**config.mk**
```make
export PLATFORM = sky130hd
export DESIGN_NAME = adcseq_core
export DESIGN_NICKNAME = d
export VERILOG_FILES = /design/src/core/adcseq_pkg.sv /design/src/core/adcseq_core.sv
export VERILOG_INCLUDE_DIRS = /design/src /design/src/core
export SDC_FILE = /design/constraint.sdc
export NUM_CORES = 1
export LEC_CHECK = 0
export BUFFER_PORTS_ARGS = -buffer_cell sky130_fd_sc_hd__buf_4
export CAP_MARGIN = 10
export CORE_UTILIZATION = 35
export CTS_BUF_LIST = sky130_fd_sc_hd__clkbuf_8
export DETAILED_ROUTE_END_ITERATION = 8
export GPL_TIMING_DRIVEN = 0
export PLACE_DENSITY_LB_ADDON = 0.15
export SLEW_MARGIN = 10
export SYNTH_ARGS = -nofsm -noshare
export SYNTH_HDL_FRONTEND = slang
export SYNTH_SLANG_ARGS = --single-unit
```
**constraint.sdc**
```tcl
create_clock -name i_mclk -period 2.5 [get_ports i_mclk]
set_clock_uncertainty 0.05 [all_clocks]
set_input_delay 0.5 -clock i_mclk [delete_from_list [all_inputs] [get_ports i_mclk]]
set_output_delay 0.5 -clock i_mclk [all_outputs]
set_load 0.005 [all_outputs]
```
**src/core/adcseq_regs.svh**
```systemverilog
// Register layout, reset values and timing counts of the converter sequencer
`ifndef ADCSEQ_REGS_SVH
`define ADCSEQ_REGS_SVH
`define ADCSEQ_CHAN_HI 7
`define ADCSEQ_CHAN_LO 5
`define ADCSEQ_MODE_HI 4
`define ADCSEQ_MODE_LO 3
`define ADCSEQ_PRE_HI 2
`define ADCSEQ_PRE_LO 0
`define ADCSEQ_CTRL_RESET 8'h00
`define ADCSEQ_PRE_OFF 3'h0
`define ADCSEQ_SAMPLE_CYC 4'h2
`define ADCSEQ_CONV_CYC 4'h8
`define ADCSEQ_MAX_DIV 5'h10
`endif

```
**src/core/adcseq_pkg.sv**
```systemverilog
// Types shared by the converter sequencer
package adcseq_pkg;
    typedef enum logic [2:0] {
        ADCSEQ_OFF, ADCSEQ_RST, ADCSEQ_SAMPLE, ADCSEQ_CONV, ADCSEQ_LOAD,
        ADCSEQ_DESEL
    } adcseq_phase_t;

    typedef struct packed {
        logic [2:0] chan;
        logic diff;
        logic cont;
        logic [2:0] pre;
    } adcseq_ctrl_t;

    typedef struct packed {
        adcseq_ctrl_t ctrl;
        adcseq_phase_t phase;
        logic [3:0] cnt;
        logic [4:0] div;
        logic clk_lvl;
        logic [7:0] result;
        logic [7:0] sar;
        logic run_pend;
    } adcseq_state_t;
endpackage : adcseq_pkg

```
**src/core/adcseq_core.sv**
```systemverilog
// Conversion sequencer for the 8-channel, 8-bit SAR converter
// What this block does
// - Control write starts conversion unless prescaler zero
// - Sequence and power-up begin with write cycle
// - Sample asserts first falling edge, two cycles
// - Single mode: complete powers converter down
// - Continuous mode: deselect one cycle, then resample
// - Result register updated only after load phase
// - Converter clock is oscillator divided by prescaler
// - Twelve cycles: reset, 2 sample, 8 convert, load
// - Result register is read-only to processor
// - Halt/idle powers down; restart conversion afterwards
// - Control bits: channel 7:5, mode 4:3, prescaler 2:0
// - Mode codes: single/continuous, single-ended/differential
// - Prescaler codes divide 2,4,8,12,24,16,32
// - Channel selects input; differential pairs neighbour
`timescale 1ns/1ps
`include "adcseq_regs.svh"

// ------------------------------------------------------------
// Design notes
// ------------------------------------------------------------
// Converter clock is a divider level, never a second clock net
// Ratio counts oscillator cycles per half period of that level
// Every phase step rides on the falling-level enable alone
// A starting write forces the level high, so write end is never a fall
// Comparator is read unsynchronised: it is timed off this clock,
// and two more flops would eat the fastest ratio's settle time
// Limitation: after a single result the level keeps toggling
// with power low; only prescaler zero or halt stops it

module adcseq_core
    import adcseq_pkg::*;
(
    input wire logic i_mclk,
    input wire logic i_reset,
    input wire logic i_ctrl_wr,
    input wire logic [7:0] i_ctrl_wdata,
    input wire logic i_halt_idle,
    input wire logic i_sar_cmp,
    output logic [7:0] o_ctrl_rdata,
    output logic [7:0] o_conversion_result,
    output logic o_adc_power,
    output logic o_adc_clk,
    output logic o_adc_select,
    output logic o_sample,
    output logic o_load,
    output logic [2:0] o_pos_chan,
    output logic [2:0] o_neg_chan,
    output logic o_neg_ground,
    output logic [7:0] o_sar_code
);
    // ------------------------------------------------------------
    // Helpers
    // ------------------------------------------------------------
    // Divider ratio per prescaler code, zero means clock stopped
    function automatic logic [4:0] adcseq_ratio(input logic [2:0] code);
        unique case (code)
            3'h0: adcseq_ratio = 5'h00;
            3'h1: adcseq_ratio = 5'h01;
            3'h2: adcseq_ratio = 5'h02;
            3'h3: adcseq_ratio = 5'h04;
            3'h4: adcseq_ratio = 5'h06;
            3'h5: adcseq_ratio = 5'h0C;
            3'h6: adcseq_ratio = 5'h08;
            3'h7: adcseq_ratio = `ADCSEQ_MAX_DIV;
        endcase
    endfunction : adcseq_ratio

    // Nonzero prescaler code means converter clock allowed to run
    function automatic logic adcseq_pre_on(input logic [2:0] code);
        adcseq_pre_on = (code != `ADCSEQ_PRE_OFF);
    endfunction : adcseq_pre_on

    // ------------------------------------------------------------
    // State
    // ------------------------------------------------------------
    adcseq_state_t s_q;
    adcseq_state_t s_d;
    logic [4:0] ratio;
    logic fall_en;
    logic [2:0] bit_idx;
    logic wr_pre_on;

    assign ratio = adcseq_ratio(s_q.ctrl.pre);
    // Ratio 1 toggles level every cycle; enable marks falling edge
    assign fall_en = adcseq_pre_on(s_q.ctrl.pre) && s_q.clk_lvl &&
        ((s_q.div + 5'h01 >= ratio) || (ratio == 5'h01));
    assign bit_idx = 3'h7 - s_q.cnt[2:0];
    // Prescaler field of the write data, decoded once
    assign wr_pre_on =
        adcseq_pre_on(i_ctrl_wdata[`ADCSEQ_PRE_HI:`ADCSEQ_PRE_LO]);

    // Next-state logic, phases advance on falling converter edge, divider every cycle
    always_comb begin
        s_d = s_q;
        // Divider runs whenever prescaler is nonzero and no halt is asserted
        if (adcseq_pre_on(s_q.ctrl.pre) && !i_halt_idle) begin
            if (ratio == 5'h01 || s_q.div + 5'h01 >= ratio) begin
                s_d.div = 5'h00;
                s_d.clk_lvl = ~s_q.clk_lvl;
            end else begin
                s_d.div = s_q.div + 5'h01;
            end
        end else begin
            s_d.div = 5'h00;
            s_d.clk_lvl = 1'b0;
        end
        // Halt outranks a resume and any phase step
        if (i_halt_idle) begin
            // Powered down; remember an interrupted run
            if (s_q.phase != ADCSEQ_OFF) begin
                s_d.run_pend = 1'b1;
            end
            s_d.phase = ADCSEQ_OFF;
        end else if (s_q.run_pend) begin
            // Interrupted run starts over from its reset phase
            s_d.run_pend = 1'b0;
            s_d.phase = ADCSEQ_RST;
            s_d.cnt = 4'h0;
        end else if (fall_en) begin
            // Phases step only on the falling converter edge
            unique case (s_q.phase)
                ADCSEQ_OFF: s_d.phase = ADCSEQ_OFF;
                ADCSEQ_RST, ADCSEQ_DESEL: begin
                    s_d.phase = ADCSEQ_SAMPLE;
                    s_d.cnt = 4'h0;
                    s_d.sar = 8'h80;
                end
                ADCSEQ_SAMPLE: begin
                    if (s_q.cnt == `ADCSEQ_SAMPLE_CYC - 4'h1) begin
                        s_d.phase = ADCSEQ_CONV;
                        s_d.cnt = 4'h0;
                    end else begin
                        s_d.cnt = s_q.cnt + 4'h1;
                    end
                end
                ADCSEQ_CONV: begin
                    // Keep or drop trial bit, then try the next one
                    if (!i_sar_cmp) begin
                        s_d.sar[bit_idx] = 1'b0;
                    end
                    if (bit_idx != 3'h0) begin
                        s_d.sar[bit_idx - 3'h1] = 1'b1;
                    end
                    if (s_q.cnt == `ADCSEQ_CONV_CYC - 4'h1) begin
                        s_d.phase = ADCSEQ_LOAD;
                        s_d.cnt = 4'h0;
                    end else begin
                        s_d.cnt = s_q.cnt + 4'h1;
                    end
                end
                ADCSEQ_LOAD: begin
                    // Result taken only when load ends, never mid-update
                    s_d.result = s_q.sar;
                    s_d.phase = s_q.ctrl.cont ? ADCSEQ_DESEL
                                              : ADCSEQ_OFF;
                end
            endcase
        end
        // Write wins over everything; abandons any running conversion
        if (i_ctrl_wr) begin
            s_d.ctrl.chan = i_ctrl_wdata[`ADCSEQ_CHAN_HI:`ADCSEQ_CHAN_LO];
            s_d.ctrl.diff = i_ctrl_wdata[`ADCSEQ_MODE_HI];
            s_d.ctrl.cont = i_ctrl_wdata[`ADCSEQ_MODE_LO];
            s_d.ctrl.pre = i_ctrl_wdata[`ADCSEQ_PRE_HI:`ADCSEQ_PRE_LO];
            s_d.cnt = 4'h0;
            s_d.div = 5'h00;
            s_d.clk_lvl = 1'b1;
            s_d.run_pend = 1'b0;
            if (!wr_pre_on || i_halt_idle) begin
                s_d.phase = ADCSEQ_OFF;
                s_d.clk_lvl = 1'b0;
                // A write during halt is held until the halt ends
                s_d.run_pend = i_halt_idle && wr_pre_on;
            end else begin
                s_d.phase = ADCSEQ_RST;
            end
        end
    end

    // Single register stage for all state
    always_ff @(posedge i_mclk) begin
        if (i_reset) begin
            // Control field comes back cleared, converter powered down
            s_q <= '{ctrl: adcseq_ctrl_t'(`ADCSEQ_CTRL_RESET),
                     phase: ADCSEQ_OFF, cnt: 4'h0, div: 5'h00,
                     clk_lvl: 1'b0, result: 8'h00, sar: 8'h00,
                     run_pend: 1'b0};
        end else begin
            s_q <= s_d;
        end
    end

    // ------------------------------------------------------------
    // Outputs
    // ------------------------------------------------------------
    // Power rises combinationally with the write cycle itself;
    // a halted processor keeps the converter dark even then
    assign o_adc_power = (s_q.phase != ADCSEQ_OFF) ||
        (i_ctrl_wr && wr_pre_on && !i_halt_idle);
    assign o_adc_clk = s_q.clk_lvl;

    // Select drops for the whole deselect cycle between scans
    assign o_adc_select = (s_q.phase != ADCSEQ_OFF) &&
        (s_q.phase != ADCSEQ_DESEL);

    // Phase strobes straight from the registered phase, no glitches
    assign o_sample = (s_q.phase == ADCSEQ_SAMPLE);
    assign o_load = (s_q.phase == ADCSEQ_LOAD);

    // Result has no write path at all, so software cannot alter it
    assign o_conversion_result = s_q.result;

    // Readback in the same field order as it was written
    assign o_ctrl_rdata = {s_q.ctrl.chan, s_q.ctrl.diff, s_q.ctrl.cont,
                           s_q.ctrl.pre};

    // Input mux; neighbour pair is the channel with bit 0 flipped
    assign o_pos_chan = s_q.ctrl.chan;
    assign o_neg_chan = s_q.ctrl.chan ^ 3'h1;
    assign o_neg_ground = ~s_q.ctrl.diff;

    // Trial code to the DAC, straight from the register
    assign o_sar_code = s_q.sar;
endmodule : adcseq_core

```
After elaboration in Yosys (flattened, before gate mapping). Memories as Yosys holds them, arrays and structs flattened. A register that Yosys moved wholly into a read port is not among the register bits. Cells that the tools add are included.

Register bits: 38. Memory bits (read-only): 40. Input bits: 13. Output and inout port bits: 36. Logic and storage cells: 107. Memories: 1.

Memory list: (no name shown) (words 8, bits a word 5, read ports 1, clocked after memory_dff 1, wr ports 0, line adcseq_core.sv:58) `unique case (code)`.

Add/sub/neg operators: 4. Order comparisons: 5. Eq/ne operators: 13. Mux-type cells: 34. Bitwise logic cells: 9. Reduce and logical (&&, ||, !) cells: 30.

Operators with widths (number): $mux 8 (6); $mux 3 (6); $pmux 8 s2 (1); $pmux 3 s5 (1); $mux 7 (2); $mux 13 (1); $mux 4 (3); $pmux 4 s3 (1); $reduce_bool 3->1 (4); $logic_and 1x1->1 (9); $mux 1 (9); $and 8x8->8 (1); $lt 3x4->1 const B (2); $not 8->8 (1); $or 8x8->8 (1); $reduce_and 4->1 (2); $reduce_bool 4->1 (2); $demux 1 s3 (2); $eq 3x2->1 const B (2); $eq 3x3->1 const B (2); $ge 3x1->1 const B (2); $mux 6 (1); $ne 3x2->1 const B (2); $not 1->1 (6); other kinds (20) (26).

Longest topological paths before layout. Gate-level depths: netlist of the first run.

Depth after elaboration: 15. Mapped depth: 10. Mapped depth without buffers: 8.

Least setup slack after synthesis of the first run. OpenSTA, ideal clock, no wires.

Path kind: register to register. Start: reg s_q[18] (netlist bit). End: reg s_q[27] (netlist bit). Library setup time: 121 ps. Arrival: 2192 ps. Data required time: 2329 ps. Slack: 137 ps. Stages on the path, launching flop included: 10. Path buffers: 1. Period minus slack after synthesis: 2363 ps. Path through: dfxtp_1 > ha_1 > nand3_1 > xnor2_1 > ha_1 > a221o_1 > a31o_2 > buf_6 > a21oi_2 > mux2_4.

Longest elaborated chain between the ends: 6.

RTL lines: start: declaration (line adcseq_core.sv:78) `adcseq_state_t s_q;`; start signal: assignment (line adcseq_core.sv:186) `` s_q <= '{ctrl: adcseq_ctrl_t'(`ADCSEQ_CTRL_RESET), ``; $add 5x1->5 (line adcseq_core.sv:88) `((s_q.div + 5'h01 >= ratio) || (ratio == 5'h01));`; $ge 5x5->1 (line adcseq_core.sv:88); $logic_or 1x1->1 (line adcseq_core.sv:88); $logic_and 1x1->1 (line adcseq_core.sv:87) `assign fall_en = adcseq_pre_on(s_q.ctrl.pre) && s_q.clk_lvl &&`; $reduce_bool 4->1 (no source line); $reduce_and 3->1 (no source line).

Every way passes these cells. A chain may end at the register's enable or synchronous reset.

Worst setup path in the final report of the first run. Same ends and word-level chain as after synthesis.

==> summary.txt, run 1 <==
DP HPWL: 4710 µm
Area after DPL: 3020 µm²
Hold Vio Cnt, Final: 0
Starting Density: 36.9%
area share of and/or/nand/nor cells after synthesis: 24.4%
worst IR drop on VDD: 268 µV
top post-synthesis cells by area: dfxtp_1, buf_4, ha_1
post-synthesis compound-gate area fraction: 16.8%
via count normalized by instance count: 4.97
CTS Buf Count: 5
Worst setup SP type: flop
min cycle time layout: 2.40 ns
slew margin rel.: 64.7%
n_diodes: 0
Setup CP Type: flop to flop
Vias: 2281
Hold WS: 0.372 ns
antenna viol nets, final: 0
die footprint: 7630 µm²
Root Buffer: clkbuf_8
# placed instances: 449
most common cell after layout, fill and taps aside: buf_4
CTS tree: built
Post-Syn Nets: 332
f_max: 417 MHz
largest net degree at the start of global routing: 15
DRC Markers: 0
Syn Inst Count: 307
maxcap violations: 0
Setup Viol. Count Final: 0
# port buffers: 46
Post-synth ARST share: 0%
Finished Cell Area: 3170 µm²
clock buffer depth: 2
Post-Layout Cell Count: 459
Worst-Margin Slew: 0.530 ns
area share of the largest cell type after synthesis: 33.8%
Synth cell types: 52
leak pwr: 0.00137 µW
synthesized flop and latch total: 43
IO Pins: 49
Reg power frac: 47.3%
Worst-path clk slew: 0.09 ns
internal power: 1100 µW
Seq/Total Area, Yosys: 33.8%
Die W: 87.4 µm
GRT Total Usage: 17.6%
CTS Sinks: 43
commonest non-fill, non-tap cells in the layout: buf_4, dfxtp_1, o21ai_0
vias in the first global route: 2143
sw frac: 27.0%
largest family of logic cells by synthesized area: simple AND/OR/NAND/NOR gates
remaining global-route overflow: 0
Syn Area/Cell: 8.31 µm²
Synthesis Warnings: 0
Detailed Route Iter0 Violations: 144
first-pass GRT wire length: 10400 µm
WP data required: 2.66 ns
initial antenna violation count: 0
clock share of power: 37.2%
number of flops mapped to enable cells by yosys: 0
outcome: finished, final reports clean
Synth area leader: dfxtp_1
# rows: 30
Slew Viols, Final: 0
RSZ-0062 raised after global routing: no
critical path arrival: 2.56 ns
Final Total Pwr: 1510 µW
final design utilization: 45.9%
combinational share of power: 15.5%
NumNets Final: 387
H-Tree Depth: 2
Tcrit/Tclk final: 96.0%
filler cell count: 715
area grow syn2layout: 24.2%
Critical Path End Type: flop
post-synthesis adder-cell area fraction: 5.89%
layout cell share with drive strength beyond 1: 30.3%
routed length per instance: 13.5 µm
first-pass iteration count of the detailed router: 4
RD Place Congestion: 0.889
worst-path fanout max: 10
latest clock arrival within the worst-skew pair: 0.31 ns
XOR/XNOR Fraction of Synth Area: 1.03%
die span in y: 87.4 µm
NetSw: 407 µW
Total Routed Length: 6210 µm
min-delay worst type: input pin to flop
ys flop type: dfxtp_1
PwrDens: 476 nW/µm²
mapped cell area: 2550 µm²
multiplexer area fraction after synthesis: 4.17%
core area: 6910 µm²
[stage by stage]
stage	TNS [ns]	setup slack, ns
after floorplan	0	0.137
after global placement	-1.20	-0.145
after detailed placement	-1.17	-0.144
after CTS	0	0.0323
after global routing	0	0.00858
final	0	0.101
[worst max-delay path, stage by stage (launching register included)]
cell and delay, ns:
dfxtp_2 0.35, ha_2 0.19, nand3_2 0.10, xnor2_2 0.15, ha_1 0.29, a221o_1 0.34, a31o_2 0.24, buf_6 0.15
a21oi_2 0.13, mux2_4 0.30
[path summary, 6_finish.rpt]
check | from | end | cells after the start | slack, ns
setup / recovery | s_q[18] | s_q[27] | 9 | 0.10
hold / removal | i_ctrl_wdata[6] | o_pos_chan[1] | 3 | 0.37
setup reg to reg | s_q[18] | s_q[27] | 9 | 0.10
hold reg to reg | o_conversion_result[2] | o_conversion_result[2] | 2 | 0.43
[final cells by class]
| class | count | area, µm² | share of cell area, % |
|---|---|---|---|
| repair buffers | 48 | 360 | 11.4 |
| well taps | 96 | 120 | 3.79 |
| inverters | 15 | 56.3 | 1.78 |
| plain buffers | 47 | 307 | 9.68 |
| clock inverters | 3 | 43.8 | 1.38 |
| multi-input cells | 202 | 1350 | 42.6 |
| clock buffers | 5 | 68.8 | 2.17 |
| flip-flops and latches | 43 | 863 | 27.3 |
[power groups by stage]
stage / Combinational, µW / Sequential (µW) / Clock (µW)
5_1_grt: 259 / 716 / 595
6_report: 234 / 713 / 562
4_1_cts: 229 / 713 / 570
3_3_place_gp: 227 / 729 / 0
2_1_floorplan: 143 / 726 / 0
3_5_place_dp: 227 / 729 / 0
[synthesized netlist by cell type (4+ instances only)]
| cell type | instances |
|---|---|
| a41o_1 | 8 |
| nor3_1 | 11 |
| a31oi_1 | 5 |
| nand2_1 | 15 |
| buf_2 | 5 |
| buf_4 | 29 |
| a21oi_1 | 16 |
| nor2_1 | 16 |
| or3_1 | 4 |
| clkbuf_1 | 11 |
| inv_1 | 15 |
| mux2i_1 | 8 |
| o21ai_0 | 25 |
| nand3_1 | 15 |
| nor2b_1 | 6 |
| nand4_1 | 5 |
| ha_1 | 12 |
| nand2b_1 | 11 |
| dfxtp_1 | 43 |
| and3_1 | 4 |
[timing repair]
item | 4_1_cts | 5_1_grt
setup buffers | 2 | 0
hold buffers | 0 | 0
resized for setup | 2 | 9
endpoints found under the setup margin | 12 | 27
pin swaps | 2 | 2
[registers in the layout, indices dropped and copies added (netlist names)]
name / flops
o_sar_code: 8
ratio: 5
o_conversion_result: 8
o_pos_chan: 3
s_q: 13
o_ctrl_rdata: 5
o_adc_clk: 1
[cells by family after synthesis]
| family | count (synthesis) |
|---|---|
| compound gates | 67 |
| xor+xnor | 3 |
| fa+ha+maj | 12 |
| buf+inv | 62 |
| flops | 43 |
| mux | 10 |
| simple gates | 110 |
[metal layers]
metal | up-vias | track usage [%] | part of all wire, %
met5 | - | 0 | 0
met4 | 0 | 5.96 | 1.5
met3 | 8 | 2.94 | 4.7
met2 | 66 | 29.4 | 47
met1 | 1040 | 23.0 | 47
li1 | 1167 | - | -
(Power assumes the default switching activity.)
==> inputs of run 2 (changes only) <==
- CORE_UTILIZATION: 35 -> 52
==> run 2 against run 1 <==
Against the previous run:
- maximum frequency shrank 0.84%
- clock power grew 16%
- highest routed layer unchanged
- via count grew 1.8%
- global-route usage grew 7.1 points
- sequential power is essentially flat
- combinational power is essentially flat
- critical endpoint unchanged
==> summary.txt, run 2 (synthesis results as in run 1) <==
CTS Buf Count: 5 (unchanged)
RSZ-0062 raised after global routing: yes
die span in y: 72.0 µm (-18%)
Hold Vio Cnt, Final: 0 (unchanged)
slew margin rel.: 65.1% (+0.38 points)
Worst setup SP type: flop
final design utilization: 67.4% (+22 points)
core area: 4720 µm² (-32%)
Setup Viol. Count Final: 0 (unchanged)
min cycle time layout: 2.42 ns (+0.0203 ns)
worst slack, placed: -0.161 ns (-0.0174 ns)
max reg flops: 13 (unchanged)
via count normalized by instance count: 5.40 (+8.7%)
n_diodes: 0 (unchanged)
initial antenna violation count: 0 (unchanged)
Tcrit/Tclk final: 96.8% (+0.81 points)
PwrDens: 502 nW/µm² (+5.4%)
Storage cell area: 863 µm² (unchanged)
vias in the first global route: 2140 (-0.14%)
die footprint: 5190 µm² (-32%)
critical path arrival: 2.56 ns (about the same)
CP Launch Point: s_q[18]
GRT Total Usage: 24.7% (+7.1 points)
Reg-to-Reg Start: s_q[18]
CTS tree: built
worst-path fanout max: 10 (unchanged)
DRC Markers: 0 (unchanged)
filler cell count: 415 (-42%)
# port buffers: 46 (unchanged)
CTS Sinks: 43 (unchanged)
H-Tree Depth: 2 (unchanged)
Critical Path End Type: flop
maxcap violations: 0 (unchanged)
IO Pins: 49 (unchanged)
latest clock arrival within the worst-skew pair: 0.30 ns (about the same)
routed length per instance: 14.0 µm (+3.2%)
DP HPWL: 4420 µm (-6.4%)
Post-Layout Cell Count: 430 (-6.3%)
# placed instances: 420 (-6.5%)
Detailed Route Iter0 Violations: 119 (-17%)
first-pass GRT wire length: 10000 µm (-3.4%)
first-pass iteration count of the detailed router: 4 (unchanged)
Most flops, register: s_q
min-delay worst type: input pin to flop
leak pwr: 0.00139 µW (+0.80%)
Setup CP Type: flop to flop
clock buffer depth: 2 (unchanged)
f_max: 413 MHz (-0.84%)
largest net degree at the start of global routing: 15 (unchanged)
Total Routed Length: 6000 µm (-3.3%)
Starting Density: 54.0% (+17 points)
Multi-input gate area: 1380 µm² (+2.1%)
worst min-delay path startpoint: i_ctrl_wdata[7]
Root Buffer: clkbuf_8
RD Place Congestion: 0.941 (+5.8%)
post-route setup slack: 0.0804 ns (-0.0203 ns)
layout cell share with drive strength beyond 1: 30.9% (+0.55 points)
Vias: 2322 (+1.8%)
NumNets Final: 387 (unchanged)
outcome: finished, final reports clean
Worst-path clk slew: 0.08 ns (about the same)
Slew Viols, Final: 0 (unchanged)
remaining global-route overflow: 0 (unchanged)
WP data required: 2.64 ns (-0.02 ns)
area grow syn2layout: 24.8%
most common cell after layout, fill and taps aside: buf_4
commonest non-fill, non-tap cells in the layout: buf_4, dfxtp_1, o21ai_0
antenna viol nets, final: 0 (unchanged)
# rows: 25 (-17%)
Die W: 72.0 µm (-18%)
worst IR drop on VDD: 348 µV (+30%)
Worst-Margin Slew: 0.520 ns (-0.00966 ns)
==> run 2: per-stage QoR <==
| step | area, µm² | hold slack, ns | setup TNS, ns | power, µW |
|---|---|---|---|---|
| floorplan | 2550 | 0.383 | 0 | 869 |
| global placement | 2980 | 0.401 | -0.848 | 948 |
| detailed placement | 2980 | 0.412 | -1.50 | 952 |
| CTS | 3140 | 0.388 | 0 | 1590 |
| global route | 3180 | 0.398 | -0.0192 | 1660 |
| finish | 3180 | 0.388 | 0 | 1600 |
==> run 2: where the power goes <==
| group | internal (µW) | switching [µW] | total [µW] |
|---|---|---|---|
| Combinational | 105 | 129 | 234 |
| Clock | 398 | 252 | 650 |
| Sequential | 700 | 13.6 | 714 |
==> run 2: path summary, 6_finish.rpt <==
kind                                  to  slack, ns  cells past startpoint
hold / removal             o_pos_chan[2]       0.39                      3
hold reg to reg   o_conversion_result[1]       0.43                      2
setup / recovery                 s_q[27]       0.08                      9
setup reg to reg                 s_q[27]       0.08                      9
==> run 2: layer usage <==
layer | part of all wire, % | wire (µm) | track usage (%)
met3 | 4.2 | 250 | 4.31
met1 | 44 | 2640 | 30.4
met2 | 50 | 3020 | 43.8
met4 | 1.6 | 95 | 8.06
met5 | 0 | 0 | 0
==> run 2: critical path: stages, from the launching register on <==
cell,delay (ns)
dfxtp_2,0.36
ha_4,0.15
nand3_2,0.09
xnor2_2,0.16
ha_1,0.34
a221o_1,0.34
a31o_2,0.25
buf_6,0.15
a21oi_4,0.13
mux2_4,0.30
==> run 2: area by class of cell <==
class	instances	area share, %
clock inverter	3	2.12
buffer	47	9.63
inverter	15	1.77
timing repair buffer	48	11.3
tap	67	2.63
sequential	43	27.1
multi-input combinational	202	43.2
clock buffer	5	2.16
==> run 2: repair_timing <==
action	4_1_cts	5_1_grt
hold endpoints to repair	0	0
hold buffers	0	0
gates resized for setup	5	9
setup buffers	1	1
pin swaps	0	3
setup endpoints to repair	19	20
==> inputs of run 3 (changes only) <==
- SETUP_SLACK_MARGIN: not set -> 0.4
==> run 3 against run 2 <==
Against the previous run:
- wire length rose by 13%
- critical path depth did not move
- worst setup slack improved by 0.027 ns
- clock-buffer cell count did not move
- clock power fell by 2%
- final cell count rose by 2.6%
- sequential power barely moved
- die area did not move
- via count rose by 7.9%
- total power rose by 4.6%
==> summary.txt, run 3 (synthesis results as in run 1) <==
commonest non-fill, non-tap cells in the layout: buf_4, dfxtp_1, nor2_1, inv_1, nand2_1
DRC Markers: 0 (unchanged)
vias in the first global route: 2196 (+2.6%)
f_max: 418 MHz (+1.1%)
Worst-path clk slew: 0.08 ns (about the same)
CTS Buf Count: 5 (unchanged)
WP data required: 2.64 ns (about the same)
maxcap violations: 0 (unchanged)
Worst-Margin Slew: 0.602 ns (+0.0816 ns)
latest clock arrival within the worst-skew pair: 0.30 ns (about the same)
Post-Layout Cell Count: 441 (+2.6%)
min-delay worst type: input pin to flop
PwrDens: 485 nW/µm² (-3.3%)
Final Total Pwr: 1670 µW (+4.6%)
max reg flops: 13 (unchanged)
CP dominant cell by count: ha_4
Setup Viol. Count Final: 0 (unchanged)
GRT Total Usage: 26.2% (+1.5 points)
Total Routed Length: 6770 µm (+13%)
slew margin rel.: 59.9% (-5.2 points)
CTS Sinks: 43 (unchanged)
min cycle time layout: 2.39 ns (-0.0271 ns)
initial antenna violation count: 0 (unchanged)
Critical Path End Type: flop
# placed instances: 420 (unchanged)
antenna viol nets, final: 0 (unchanged)
cells on worst reg2reg path: 9 (unchanged)
filler cell count: 363 (-13%)
critical path depth in cells: 9 (unchanged)
layout cell share with drive strength beyond 1: 36.4% (+5.5 points)
first-pass iteration count of the detailed router: 5 (+1)
CP max stage delay: 0.36 ns (about the same)
Slew Viols, Final: 0 (unchanged)
critical path arrival: 2.53 ns (-0.03 ns)
via count normalized by instance count: 5.68 (+5.2%)
CTS tree: built
area grow syn2layout: 35.1%
# port buffers: 46 (unchanged)
Die W: 72.0 µm (unchanged)
routed length per instance: 15.4 µm (+9.9%)
n_diodes: 0 (unchanged)
H-Tree Depth: 2 (unchanged)
Most flops, register: s_q
die footprint: 5190 µm² (unchanged)
largest net degree at the start of global routing: 14 (-1)
critical-path cell list: ha_4, nand3_4, xnor2_4, ha_4, a221o_1, a31o_4, buf_6, a21oi_4, mux2_4
core area: 4720 µm² (unchanged)
clock buffer depth: 2 (unchanged)
Setup CP Type: flop to flop
gr busiest metal: met2
Hold Vio Cnt, Final: 0 (unchanged)
Tcrit/Tclk final: 95.7% (-1.1 points)
IO Pins: 49 (unchanged)
worst IR drop on VDD: 426 µV (+23%)
DP HPWL: 4510 µm (+2.2%)
most common cell after layout, fill and taps aside: buf_4
# rows: 25 (unchanged)
remaining global-route overflow: 0 (unchanged)
Vias: 2506 (+7.9%)
Root Buffer: clkbuf_8
outcome: finished, final reports clean
Starting Density: 54.0% (unchanged)
routing usage on met1: 33.2% (+2.8 points)
Worst setup SP type: flop
Detailed Route Iter0 Violations: 205 (+72%)
final design utilization: 73.0% (+5.6 points)
cell family with most CP delay: compound AO/OA/AOI/OAI gates
RSZ-0062 raised after global routing: yes
Worst Path Buf+Inv: 1 (unchanged)
NumNets Final: 398 (+2.8%)
global-route met2 utilization: 44.5% (+0.73 points)
Worst path slowest cell: dfxtp_4
leak pwr: 0.00148 µW (+6.6%)
first-pass GRT wire length: 10600 µm (+5.8%)
die span in y: 72.0 µm (unchanged)
Hold Path Depth: 3 (unchanged)
RD Place Congestion: 0.929 (-1.3%)
worst-path fanout max: 7 (-3)
M3 GR Usage: 5.28% (+0.97 points)
-- run 3: metal layers --
layer / share of wire [%] / wire length, µm
met5: 0 / 0
met4: 3.6 / 247
met3: 6.4 / 430
met2: 48 / 3250
met1: 42 / 2840
-- run 3: worst register-to-register path, delay by kind of cell, from the launching register on --
family,cells,cell delay [ns]
multiplexers,1,0.31
AND/OR/NAND/NOR,1,0.09
flip-flops,1,0.36
buffers and inverters,1,0.14
adder cells (fa/ha/maj),2,0.37
XOR/XNOR,1,0.22
AO/OA/AOI/OAI,3,0.72
-- run 3: power breakdown --
group | total [µW] | internal, µW | switching (µW)
combinational | 324 | 158 | 166
sequential | 712 | 699 | 13.4
clock | 636 | 395 | 241
-- run 3: area by class of cell --
type                    instances  area [µm²]  share of cell area (%)
repair buffers                 59         462                    13.4
multi-input cells             202        1520                    44.1
clock buffers                   5        68.8                    2.00
plain buffers                  47         325                    9.44
inverters                      15        56.3                    1.63
well taps                      67        83.8                    2.43
flip-flops and latches         43         867                    25.2
clock inverters                 3        63.8                    1.85
-- run 3: per-stage QoR --
step           hold slack, ns  setup TNS (ns)  area [µm²]  setup slack (ns)
4_1_cts                 0.383               0        3240             0.132
6_report                0.387               0        3450             0.107
5_1_grt                 0.418               0        3450            0.0409
2_1_floorplan           0.386               0        2570             0.207
3_3_place_gp            0.405               0        3000            0.0529
3_5_place_dp            0.410        -0.00832        3000          -0.00832
-- run 3: final timing paths --
path                                              from                     end  slack (ns)
worst min register to register  o_conversion_result[1]  o_conversion_result[1]        0.42
worst max register to register                 s_q[18]                 s_q[27]        0.11
worst max-delay path                           s_q[18]                 s_q[27]        0.11
worst min-delay path                   i_ctrl_wdata[5]           o_pos_chan[0]        0.39
-- run 3: repair_timing --
action                                  in CTS  in global routing
pin swaps                                   10                 13
cloned                                       1                  1
endpoints found under the setup margin      29                 32
setup buffers                                6                  5
gates resized for setup                     20                 37
hold buffers                                 0                  0
